<file path="src/rtl/pcrs_pkg.sv">
package pcrs_pkg;

  localparam int PC_W = 21;
  localparam int SP_W = 5;
  localparam int STACK_DEPTH = 31;
  localparam int INSTR_W = 16;
  localparam int CFG_WORDS = 4;
  localparam int PMEM_KBYTES_DEF = 128;
  localparam int KBYTE = 1024;

  localparam logic [20:0] RESET_VEC = 21'h000000;
  localparam logic [20:0] HI_IRQ_VEC = 21'h000008;
  localparam logic [20:0] LO_IRQ_VEC = 21'h000018;
  localparam logic [20:0] PC_STEP = 21'h000002;
  localparam logic [20:0] WORD_ALIGN = 21'h1FFFFE;
  localparam logic [20:0] CFG_SPAN = 21'h000008;
  localparam logic [7:0] BYTE_ALIGN = 8'hFE;

  localparam logic [4:0] SP_EMPTY = 5'h00;
  localparam logic [4:0] SP_TOP = 5'h1F;
  localparam logic [4:0] SP_ONE = 5'h01;
  localparam int SP_FULL_BIT = 7;
  localparam int SP_UNF_BIT = 6;
  localparam int OVF_RST_BIT = 5;
  localparam logic [2:0] CFG_DONE_CNT = 3'h4;
  localparam logic [2:0] CFG_CNT_ONE = 3'h1;

  typedef enum logic [3:0] {
    OP_NONE, OP_SEQ, OP_JUMP, OP_CALL, OP_IRQ_HI, OP_IRQ_LO,
    OP_RETURN, OP_UNLINK, OP_PUSH, OP_POP
  } pcrs_op_e;

  typedef struct packed {
    pcrs_op_e op;
    logic [20:0] target;
  } pcrs_cmd_s;

  typedef struct packed {
    logic wr_pcl;
    logic rd_pcl;
    logic wr_lath;
    logic wr_latu;
    logic wr_sp;
    logic wr_stack_top_upper;
    logic wr_stack_top_high;
    logic wr_stack_top_low;
    logic [7:0] data;
  } pcrs_sfr_s;

  typedef struct packed {
    logic [7:0] counter_low_byte;
    logic [7:0] sp_reg;
    logic [7:0] stack_top_upper;
    logic [7:0] stack_top_high;
    logic [7:0] stack_top_low;
    logic [7:0] lath;
    logic [7:0] latu;
  } pcrs_rd_s;

endpackage : pcrs_pkg

</file>
<file path="src/rtl/pcrs_stack_mem.sv">
`timescale 1ns/1ps
module pcrs_stack_mem #(
  parameter int DEPTH = pcrs_pkg::STACK_DEPTH,
  parameter int WIDTH = pcrs_pkg::PC_W
) (
  // clock
  input wire logic clk,
  // write port
  input wire logic we,
  input wire logic [pcrs_pkg::SP_W-1:0] waddr,
  input wire logic [WIDTH-1:0] wdata,
  // read port
  input wire logic [pcrs_pkg::SP_W-1:0] raddr,
  output logic [WIDTH-1:0] rdata
);
  import pcrs_pkg::*;

  if (DEPTH < 1 || DEPTH >= (1 << SP_W)) begin : g_chk
    $error("stack depth out of range");
  end

  // ----------------------------------------
  // storage, entries 1..DEPTH only
  // ----------------------------------------
  logic [WIDTH-1:0] mem [1:DEPTH];

  always_ff @(posedge clk) begin
    if (we && waddr != SP_EMPTY && int'(waddr) <= DEPTH) begin
      mem[waddr] <= wdata;
    end
  end

  always_comb begin
    rdata = '0;
    if (raddr != SP_EMPTY && int'(raddr) <= DEPTH) begin
      rdata = mem[raddr];
    end
  end

endmodule : pcrs_stack_mem

</file>
<file path="src/rtl/pcrs_cfg_load.sv">
`timescale 1ns/1ps
module pcrs_cfg_load #(
  parameter logic [20:0] CFG_BASE = 21'h01FFF8
) (
  // clock and reset
  input wire logic clk,
  input wire logic rstn,
  // restart after a device reset
  input wire logic start,
  // program memory word seen at the fetch address
  input wire logic [pcrs_pkg::INSTR_W-1:0] rdata,
  output logic [20:0] req_addr,
  // captured configuration
  output logic [pcrs_pkg::CFG_WORDS-1:0][pcrs_pkg::INSTR_W-1:0] cfg_words,
  output logic ready
);
  import pcrs_pkg::*;

  typedef struct packed {
    logic [2:0] cnt;
    logic ready;
    logic [CFG_WORDS-1:0][INSTR_W-1:0] words;
  } pcrs_cfg_state_s;

  pcrs_cfg_state_s s_ff;
  pcrs_cfg_state_s nxt_s;

  // ----------------------------------------
  // walk the last four words upward
  // ----------------------------------------
  always_comb begin
    nxt_s = s_ff;
    req_addr = CFG_BASE + {17'h00000, s_ff.cnt, 1'b0};
    if (start) begin
      nxt_s.cnt = '0;
      nxt_s.ready = 1'b0;
    end else if (!s_ff.ready) begin
      if (s_ff.cnt != '0) begin
        nxt_s.words[s_ff.cnt - CFG_CNT_ONE] = rdata;
      end
      if (s_ff.cnt == CFG_DONE_CNT) begin
        nxt_s.ready = 1'b1;
      end else begin
        nxt_s.cnt = s_ff.cnt + CFG_CNT_ONE;
      end
    end
  end

  always_ff @(posedge clk or negedge rstn) begin
    if (!rstn) begin
      s_ff <= '0;
    end else begin
      s_ff <= nxt_s;
    end
  end

  assign cfg_words = s_ff.words;
  assign ready = s_ff.ready;

endmodule : pcrs_cfg_load

</file>
<file path="src/rtl/pcrs_top.sv">
`timescale 1ns/1ps
module pcrs_top #(
  parameter int PMEM_KBYTES = pcrs_pkg::PMEM_KBYTES_DEF
) (
  // clock and reset
  input wire logic clk,
  input wire logic rstn,
  input wire logic dev_reset,
  // decoder side
  input wire pcrs_pkg::pcrs_cmd_s cmd,
  input wire logic ext_set_en,
  input wire pcrs_pkg::pcrs_sfr_s sfr,
  // special register views
  output pcrs_pkg::pcrs_rd_s rd_ff,
  output logic [pcrs_pkg::PC_W-1:0] program_counter_ff,
  // program memory
  output logic [pcrs_pkg::PC_W-1:0] fetch_addr_ff,
  input wire logic [pcrs_pkg::INSTR_W-1:0] flash_rdata,
  output logic [pcrs_pkg::INSTR_W-1:0] instr_ff,
  // configuration and status
  output logic [pcrs_pkg::CFG_WORDS-1:0][pcrs_pkg::INSTR_W-1:0] cfg_words,
  output logic cfg_ready,
  output logic stack_reset_ff
);
  import pcrs_pkg::*;

  if (PMEM_KBYTES != 64 && PMEM_KBYTES != 128) begin : g_chk
    $error("PMEM_KBYTES must be 64 or 128");
  end

  localparam logic [21:0] MEM_TOP = 22'(PMEM_KBYTES * KBYTE);
  localparam logic [20:0] CFG_BASE = MEM_TOP[20:0] - CFG_SPAN;

  typedef struct packed {
    logic [20:0] pc;
    logic [7:0] lath;
    logic [4:0] latu;
    logic [4:0] sp;
    logic full;
    logic unf;
    pcrs_rd_s rd;
    logic [20:0] fetch_addr;
    logic [15:0] instr;
    logic stk_rst;
  } pcrs_top_state_s;

  pcrs_top_state_s s_ff;
  pcrs_top_state_s nxt_s;

  logic [20:0] stack_top_entry;
  logic [20:0] cfg_addr;
  logic stk_we;
  logic [4:0] stk_waddr;
  logic [20:0] stk_wdata;
  logic ovf_rst_en;
  logic push_en;
  logic [20:0] push_val;
  logic pop_en;
  logic pop_keep_pc;
  logic [4:0] sp_inc;

  // ----------------------------------------
  // return stack storage
  // ----------------------------------------
  pcrs_stack_mem #(
    .DEPTH(STACK_DEPTH),
    .WIDTH(PC_W)
  ) u_stack (
    .clk(clk),
    .we(stk_we),
    .waddr(stk_waddr),
    .wdata(stk_wdata),
    .raddr(s_ff.sp),
    .rdata(stack_top_entry)
  );

  // ----------------------------------------
  // configuration copy at reset
  // ----------------------------------------
  pcrs_cfg_load #(
    .CFG_BASE(CFG_BASE)
  ) u_cfg (
    .clk(clk),
    .rstn(rstn),
    .start(dev_reset | s_ff.stk_rst),
    .rdata(flash_rdata),
    .req_addr(cfg_addr),
    .cfg_words(cfg_words),
    .ready(cfg_ready)
  );

  assign ovf_rst_en = cfg_words[0][OVF_RST_BIT];

  // ----------------------------------------
  // next-state logic
  // ----------------------------------------
  always_comb begin
    nxt_s = s_ff;
    nxt_s.stk_rst = 1'b0;
    stk_we = 1'b0;
    stk_waddr = s_ff.sp;
    stk_wdata = stack_top_entry;
    push_en = 1'b0;
    push_val = s_ff.pc;
    pop_en = 1'b0;
    pop_keep_pc = 1'b0;
    sp_inc = s_ff.sp + SP_ONE;

    if (dev_reset) begin
      nxt_s.pc = RESET_VEC;
      nxt_s.sp = SP_EMPTY;
      nxt_s.lath = '0;
      nxt_s.latu = '0;
    end else if (cfg_ready) begin
      // software register accesses
      if (sfr.wr_lath) begin
        nxt_s.lath = sfr.data;
      end
      if (sfr.wr_latu) begin
        nxt_s.latu = sfr.data[4:0];
      end
      if (sfr.rd_pcl) begin
        nxt_s.lath = s_ff.pc[15:8];
        nxt_s.latu = s_ff.pc[20:16];
      end
      if (sfr.wr_pcl) begin
        nxt_s.pc = {s_ff.latu, s_ff.lath, sfr.data & BYTE_ALIGN};
      end
      if (sfr.wr_sp) begin
        nxt_s.sp = sfr.data[4:0];
        nxt_s.full = s_ff.full & sfr.data[SP_FULL_BIT];
        nxt_s.unf = s_ff.unf & sfr.data[SP_UNF_BIT];
      end
      if (sfr.wr_stack_top_upper || sfr.wr_stack_top_high || sfr.wr_stack_top_low) begin
        stk_we = 1'b1;
        if (sfr.wr_stack_top_upper) begin
          stk_wdata[20:16] = sfr.data[4:0];
        end
        if (sfr.wr_stack_top_high) begin
          stk_wdata[15:8] = sfr.data;
        end
        if (sfr.wr_stack_top_low) begin
          stk_wdata[7:0] = sfr.data;
        end
      end

      // program flow
      case (cmd.op)
        OP_SEQ: begin
          nxt_s.pc = (s_ff.pc + PC_STEP) & WORD_ALIGN;
        end
        OP_JUMP: begin
          nxt_s.pc = cmd.target & WORD_ALIGN;
        end
        OP_CALL: begin
          push_en = 1'b1;
          nxt_s.pc = cmd.target & WORD_ALIGN;
        end
        OP_IRQ_HI: begin
          push_en = 1'b1;
          nxt_s.pc = HI_IRQ_VEC;
        end
        OP_IRQ_LO: begin
          push_en = 1'b1;
          nxt_s.pc = LO_IRQ_VEC;
        end
        OP_RETURN: begin
          pop_en = 1'b1;
        end
        OP_UNLINK: begin
          pop_en = ext_set_en;
        end
        OP_PUSH: begin
          push_en = 1'b1;
        end
        OP_POP: begin
          pop_en = 1'b1;
          pop_keep_pc = 1'b1;
        end
        default: begin
          // idle: keep whatever the register writes chose
          nxt_s.stk_rst = 1'b0;
        end
      endcase

      // push: pointer first, then the entry
      if (push_en) begin
        if (s_ff.sp == SP_TOP) begin
          nxt_s.full = 1'b1;
          nxt_s.sp = SP_TOP;
        end else begin
          stk_we = 1'b1;
          stk_waddr = sp_inc;
          stk_wdata = push_val;
          nxt_s.sp = sp_inc;
          if (sp_inc == SP_TOP) begin
            nxt_s.full = 1'b1;
            if (ovf_rst_en) begin
              nxt_s.sp = SP_EMPTY;
              nxt_s.pc = RESET_VEC;
              nxt_s.stk_rst = 1'b1;
            end
          end
        end
      end

      // pop: entry first, then the pointer
      if (pop_en) begin
        if (s_ff.sp == SP_EMPTY) begin
          nxt_s.unf = 1'b1;
          if (!pop_keep_pc) begin
            nxt_s.pc = RESET_VEC;
          end
          if (ovf_rst_en) begin
            nxt_s.stk_rst = 1'b1;
          end
        end else begin
          if (!pop_keep_pc) begin
            nxt_s.pc = stack_top_entry & WORD_ALIGN;
          end
          nxt_s.sp = s_ff.sp - SP_ONE;
        end
      end
    end

    // a stack reset also resets the counter latches
    if (nxt_s.stk_rst) begin
      nxt_s.lath = '0;
      nxt_s.latu = '0;
    end

    // register views
    nxt_s.rd.counter_low_byte = s_ff.pc[7:0];
    nxt_s.rd.sp_reg = {s_ff.full, s_ff.unf, 1'b0, s_ff.sp};
    nxt_s.rd.stack_top_upper = {3'h0, stack_top_entry[20:16]};
    nxt_s.rd.stack_top_high = stack_top_entry[15:8];
    nxt_s.rd.stack_top_low = stack_top_entry[7:0];
    nxt_s.rd.lath = s_ff.lath;
    nxt_s.rd.latu = {3'h0, s_ff.latu};

    // fetch path
    if (!cfg_ready) begin
      nxt_s.fetch_addr = cfg_addr;
    end else begin
      nxt_s.fetch_addr = nxt_s.pc;
    end
    if ({1'b0, s_ff.fetch_addr} >= MEM_TOP) begin
      nxt_s.instr = '0;
    end else begin
      nxt_s.instr = flash_rdata;
    end
  end

  // ----------------------------------------
  // state register
  // ----------------------------------------
  always_ff @(posedge clk or negedge rstn) begin
    if (!rstn) begin
      s_ff <= '0;
    end else begin
      s_ff <= nxt_s;
    end
  end

  // ----------------------------------------
  // outputs
  // ----------------------------------------
  assign rd_ff = s_ff.rd;
  assign program_counter_ff = s_ff.pc;
  assign fetch_addr_ff = s_ff.fetch_addr;
  assign instr_ff = s_ff.instr;
  assign stack_reset_ff = s_ff.stk_rst;

endmodule : pcrs_top

</file>
<file path="config.mk">
export PLATFORM = sky130hd
export DESIGN_NAME = pcrs_top
export DESIGN_NICKNAME = d
export VERILOG_FILES = /design/src/rtl/pcrs_pkg.sv /design/src/rtl/pcrs_stack_mem.sv /design/src/rtl/pcrs_cfg_load.sv /design/src/rtl/pcrs_top.sv
export SDC_FILE = /design/constraint.sdc
export NUM_CORES = 1
export LEC_CHECK = 0
export BUFFER_PORTS_ARGS = -buffer_cell sky130_fd_sc_hd__clkbuf_2
export CORE_MARGIN = 2
export CORE_UTILIZATION = 45
export CTS_CLUSTER_DIAMETER = 200
export DETAILED_ROUTE_END_ITERATION = 8
export PLACE_DENSITY = 0.65
export SYNTH_ARGS = -nofsm -noshare
export SYNTH_HDL_FRONTEND = slang
export SYNTH_SLANG_ARGS = --single-unit
</file>
<file path="constraint.sdc">
create_clock -name clk -period 8.4 [get_ports clk]
set_clock_uncertainty 0.2 [all_clocks]
set_input_delay 1.26 -clock clk [delete_from_list [all_inputs] [get_ports clk]]
set_output_delay 1.26 -clock clk [all_outputs]
set_load 0.05 [all_outputs]
</file>
# Word level (Yosys, flattened, before mapping)
# Memories as Yosys holds them, arrays and structs flattened.
# Index checks and enable logic that the tools add are counted.
# totals
ram_bits	651
input_bits	61
output_inout_bits	180
memories	1
ff_bits	196
wordCells	145
# mem_list
name	words	width	rd	rd_clocked_by_memory_dff	wr	line	text
u_stack.mem	31	21	1	0	1	pcrs_stack_mem.sv:25	logic [WIDTH-1:0] mem [1:DEPTH];
# op_classes
muxes	73
n_lt_le_gt_ge	3
n_addsub	6
n_eq_ne	14
n_reduce_logical	20
bitwise	6
# op_table
cell	n
two-way mux 21 bit	16
one-hot mux 21 bit (4 select lines)	1
two-way mux 68 bit	1
bitwise mux 64 bit	1
two-way mux 64 bit	1
two-way mux 5 bit	9
two-way mux 41 bit	1
two-way mux 39 bit	1
demux 16 bit (select 2 bit)	1
two-way mux 16 bit	2
two-way mux 1 bit	27
two-way mux 13 bit	2
two-way mux 8 bit	3
adder 21 x 2 -> 21 bit (second input constant)	1
greater-or-equal comparator 21 x 18 -> 1 bit (second input constant)	1
adder 17 x 4 -> 18 bit (first input constant)	1
two-way mux 6 bit	3
equality test 4 x 3 -> 1 bit (second input constant)	4
equality test 5 bit (second input constant)	2
nonzero test 5 bit	2
equality test 4 x 2 -> 1 bit (second input constant)	2
equality test 4 bit (second input constant)	2
AND reduction 2 bit	4
nonzero test 4 bit	2
24 further kinds	32

# Depth between registers and ports, before layout
# depth
depth_word	13
depth_mapped	15
mapped_depth_nobuf	9

# Cells and area by module
# A second synthesis with hierarchy kept.
# hier_totals
cells_unflattened	2018
hier_area_um2	34792.1
# modules_own_cells
mod	seq_area_each_um2	area_each_um2	n_inst	cells_each
pcrs_stack_mem	19548.7	25226.7	1	1160
pcrs_top	3203.1	6572.6	1	677
pcrs_cfg_load	1701.6	2992.9	1	181

# Worst setup path after synthesis
# OpenSTA, ideal clock, no wires.
# synth_path
path_kind	input -> register
startpoint	in cmd[24] (netlist name)
endpoint	mem u_stack.mem[25][0] (netlist name) (enable)
required_ns	7.747
t_arrival_ns	4.848
path_stages	8
n_path_buf	2
path_slack_ns	2.899
setup_time_ns	0.453
path_cell_list	buf_2 o21bai_1 mux2_2 or4_4 buf_2 nor3_1 a21oi_1 nor4_1
# synth_via
elab_chain_len	12
elab_cells_between_ends	18
cone_classes	eq/ne (4); mux (11); reduce/logical (3)
# synth_rtl
item	line	text
start, declared	pcrs_top.sv:10	input wire pcrs_pkg::pcrs_cmd_s cmd,
equality test 4 bit (tied with other cells)	pcrs_top.sv:148	case (cmd.op)
OR reduction 4 bit (no line) (*)	-	
two-way mux 1 bit (*)	pcrs_top.sv:148	
two-way mux 1 bit (*)	pcrs_top.sv:114	end else if (cfg_ready) begin
two-way mux 1 bit (*)	pcrs_top.sv:109	if (dev_reset) begin
two-way mux 5 bit	pcrs_top.sv:187	if (push_en) begin
two-way mux 5 bit	pcrs_top.sv:114	
two-way mux 5 bit	pcrs_top.sv:109	
nonzero test 5 bit	pcrs_stack_mem.sv:28	if (we && waddr != SP_EMPTY && int'(waddr) <= DEPTH) begin
logical AND 1 bit	pcrs_stack_mem.sv:28	
two-way mux 1 bit	pcrs_stack_mem.sv:28	
two-way mux 1 bit (not written as such)	pcrs_stack_mem.sv:29	mem[waddr] <= wdata;
end, declared	pcrs_stack_mem.sv:25	
# Every way passes the cells marked *; elsewhere a longest branch is shown, timed or not. The select of a mux whose other input is x is not followed.

==> flow_metrics.env <==
export IMPL_syn_area_per_cell_sq_um=16.7
export IMPL_dieHeight_microns=281
export IMPL_rows=101
export IMPL_powerDensity_mw_per_mm2=274
export IMPL_drcViolationCount=0
export IMPL_synth_async_sr_flop_share_pct=23.1
export IMPL_h_tree_depth=3
export IMPL_max_slew_margin_pct=7.11
export IMPL_arrival_ps=5650
export IMPL_fin_crit_ps=5620
export IMPL_crit_fanout=59
export IMPL_final_setup_tns_ps=0
export IMPL_hpwlAfterDp_microns=57600
export IMPL_hold_end="rd_ff[46]"
export IMPL_dieArea_sq_mm=0.0788
export IMPL_worst_r2r_startpoint="nxt_s[78]"
export IMPL_regArea_sq_mm=0.0245
export IMPL_wl_per_cell_microns=27.5
export IMPL_drv_slew=0
export IMPL_power_mw=10.9
export IMPL_synth_seq_area_share_pct=71.0
export IMPL_clk_pin_slew_ps=70
export IMPL_multi_input_area_sq_mm=0.00938
export IMPL_grt_pass1_vias=20214
export IMPL_vias=20350
export IMPL_initial_core_util_pct=45.4
export IMPL_ys_types=77
export IMPL_fmax_ghz=0.178
export IMPL_numCtsBuffers=85
export IMPL_slowest_stage="o21ai_2"
export IMPL_status="complete, no violations"
export IMPL_drt_total_wl_microns=92500
export IMPL_worstSetupEndpointType="flip-flop"
export IMPL_path_cells="buf_4 > buf_4 > mux4_2 > mux2i_1 > o221ai_1 > nor2_1 > o21ai_2"
export IMPL_cp_start_kind="flip-flop"
export IMPL_worst_setup_path_type="flip-flop to flip-flop"
export IMPL_fin_util_pct=52.4
export IMPL_synth_seq_cells=847
export IMPL_grt_overflow_total=0
export IMPL_core_sq_mm=0.0758
export IMPL_fin_crit_sh_pct=66.9
export IMPL_drive_above_1_share_pct=29.9
export IMPL_area_delta_synth_final_pct=15.4
export IMPL_syn_area_sq_mm=0.0344
export IMPL_cts_resized=0
export IMPL_setup_viol=0
export IMPL_fill_cells=6035
export IMPL_hold_path_class="flip-flop to flip-flop"
export IMPL_cp_common_cell="buf_4"
export IMPL_clock_path_buffers=3
export IMPL_cap_violations=0
export IMPL_grt_max_degree=129
export IMPL_tightest_slew_ps=1390
export IMPL_root_buffer="clkbuf_16"
export IMPL_die_x_microns=281
export IMPL_peakVddDrop_mv=0.169
export IMPL_synthCells=2058
export IMPL_diodes=0
export IMPL_crit_path_max_incr_delay_ps=1040
export IMPL_tritoncts="yes"
export IMPL_fin_hold_ws_ps=191
export IMPL_gp_congestion=1.02
export IMPL_cts_setup_buffers=0
export IMPL_clk_latency_ps=650
export IMPL_rsz0062_at_grt="no"
export IMPL_io_pins=241
export IMPL_firstDrtPassIters=6
export IMPL_ys_warn_count=0
export IMPL_grt_pass1_wl_microns=135000
export IMPL_synthFlopType="edfxtp_1"
export IMPL_ant_nets=0
export IMPL_ff2ff_setup_slack_ps=2780
export IMPL_avgViaCountPerCell=6.04
export IMPL_clkSinkCount=847
export IMPL_min_path_cells=0
export IMPL_cts_hold_buf=0
export IMPL_rr_worst_depth=7
export IMPL_drt_iter0_drc=2590
export IMPL_antenna_found_initial=1
export IMPL_track_usage_pct=23.4
export IMPL_hold_viol=0
export IMPL_layout_nets=2394
export IMPL_synth_edf_count=651
export IMPL_worstHoldStart="nxt_s[84]"
export IMPL_io_buffers=232
export IMPL_required_ps=8430
export IMPL_power_leakage_nw=14.4
export IMPL_r2r_end="u_stack.mem[20][11]"
## cells by family (layout without fill, tap and decap cells)
group	after synthesis	count (layout)	share of synthesized area, %
DFF	847	847	71.0
and+or+nand+nor	423	423	5.76
muxes	311	311	13.8
AOI/OAI and AO/OA	294	294	5.88
buffers and inverters	147	474	2.47
xor gates and xnor gates	23	23	0.661
adders and majority gates	12	12	0.436
other	1	7	0.0109
## critical path, delay by kind of cell (launching register included)
family | cells | cell delay [ps]
AOI/OAI and AO/OA | 2 | 1760
buffers and inverters | 2 | 1590
DFF | 1 | 820
muxes | 2 | 450
and+or+nand+nor | 1 | 150
## where the power goes
group | leakage, nW | internal [mW] | total (mW) | switching, mW
Combinational | 4.37 | 0.474 | 1.94 | 1.46
Clock | 1.44 | 2.33 | 3.94 | 1.61
Sequential | 8.56 | 4.87 | 5.02 | 0.148
Total | 14.4 | 7.68 | 10.9 | 3.22
## routing by layer
layer  part of all wire, %  GRT usage, %
met1                    39          31.7
met2                    47          37.0
met3                   9.3          4.56
met4                   4.2          10.4
met5                     0             0
## final cells by class
| class | instances | share of cell area [%] |
|---|---|---|
| Inverter | 15 | 0.142 |
| Clock buffer | 109 | 5.91 |
| Timing Repair Buffer | 302 | 4.28 |
| Sequential cell | 847 | 61.5 |
| Tap cell | 978 | 3.08 |
| Multi-Input combinational cell | 1070 | 23.6 |
| Clock inverter | 48 | 1.49 |
## Yosys cell counts, types with 5 or more instances
cell | n | area, sq um
nor2_1 | 111 | 417
nor4_1 | 13 | 81.3
mux4_2 | 124 | 2790
inv_1 | 14 | 52.6
o21ai_1 | 8 | 40.0
o21ai_0 | 43 | 215
o2bb2ai_1 | 14 | 123
nand2b_1 | 5 | 31.3
a22oi_1 | 12 | 90.1
a21oi_1 | 74 | 370
a211oi_1 | 22 | 165
nor2b_1 | 13 | 81.3
a221o_1 | 6 | 60.1
nor3_1 | 27 | 135
buf_4 | 25 | 188
xor2_1 | 7 | 61.3
clkbuf_1 | 49 | 184
mux2_2 | 70 | 788
or2_2 | 7 | 43.8
a2111oi_0 | 6 | 52.6
a22oi_2 | 6 | 75.1
ha_1 | 12 | 150
nand3_1 | 33 | 165
edfxtp_1 | 651 | 19500
o211ai_1 | 12 | 90.1
dfrtp_1 | 196 | 4900
buf_6 | 15 | 169
o221ai_1 | 16 | 140
nand2_1 | 149 | 559
o22ai_1 | 19 | 119
a31oi_1 | 6 | 37.5
buf_2 | 29 | 145
and2_1 | 21 | 131
mux2i_1 | 117 | 1170
o22a_1 | 5 | 43.8
a221oi_1 | 7 | 61.3
a21o_1 | 8 | 60.1
xnor2_1 | 14 | 123
nand4_1 | 14 | 87.6
and3_1 | 7 | 43.8
buf_1 | 9 | 33.8
## cells in the final DEF, fill, tap and decap left out, drive strengths merged, types with 7 or more instances in the layout
cell / n
a2111oi: 7
a211oi: 22
a21o: 8
a21oi: 75
a221oi: 7
a22oi: 18
and2: 21
and3: 7
buf: 70
bufinv: 11
clkbuf: 341
clkinv: 30
conb: 7
dfrtp: 196
edfxtp: 651
ha: 12
inv: 19
mux2: 70
mux2i: 117
mux4: 124
nand2: 149
nand3: 33
nand4: 14
nor2: 112
nor2b: 13
nor3: 30
nor4: 14
o211ai: 12
o21ai: 51
o221ai: 16
o22ai: 19
o2bb2ai: 14
or2: 7
xnor2: 15
xor2: 8
## how the worst max path moves through the flow
stage | startpoint | endpoint | slack [ps]
CTS | nxt_s[78] | u_stack.mem[21][10] | 2840
finish | nxt_s[78] | u_stack.mem[20][11] | 2780
global route | nxt_s[78] | u_stack.mem[25][15] | 2440
detailed placement | nxt_s[78] | u_stack.mem[17][10] | 2870
floorplan | cmd[24] | u_stack.mem[25][0] | 2900
global placement | nxt_s[78] | u_stack.mem[18][10] | 3020
## metrics by stage
stage          cells  setup slack (ps)  area, sq um
6_report        3369              2780        39800
5_1_grt         3369              2440        39800
4_1_cts         3368              2840        39700
3_5_place_dp    3211              2870        36800
3_3_place_gp    3211              3020        36800
2_1_floorplan   2064              2900        34500
## state kept, by name, indices dropped and copies added (netlist names), named ones only
signal / count
u_stack.mem: 651
rd_ff: 49
fetch_addr_ff: 21
program_counter_ff: 21
nxt_s: 20
instr_ff: 16
u_cfg.s_ff: 3
stack_reset_ff: 1
u_cfg.ready: 1
No activity file was read; power rests on OpenSTA's default activity.
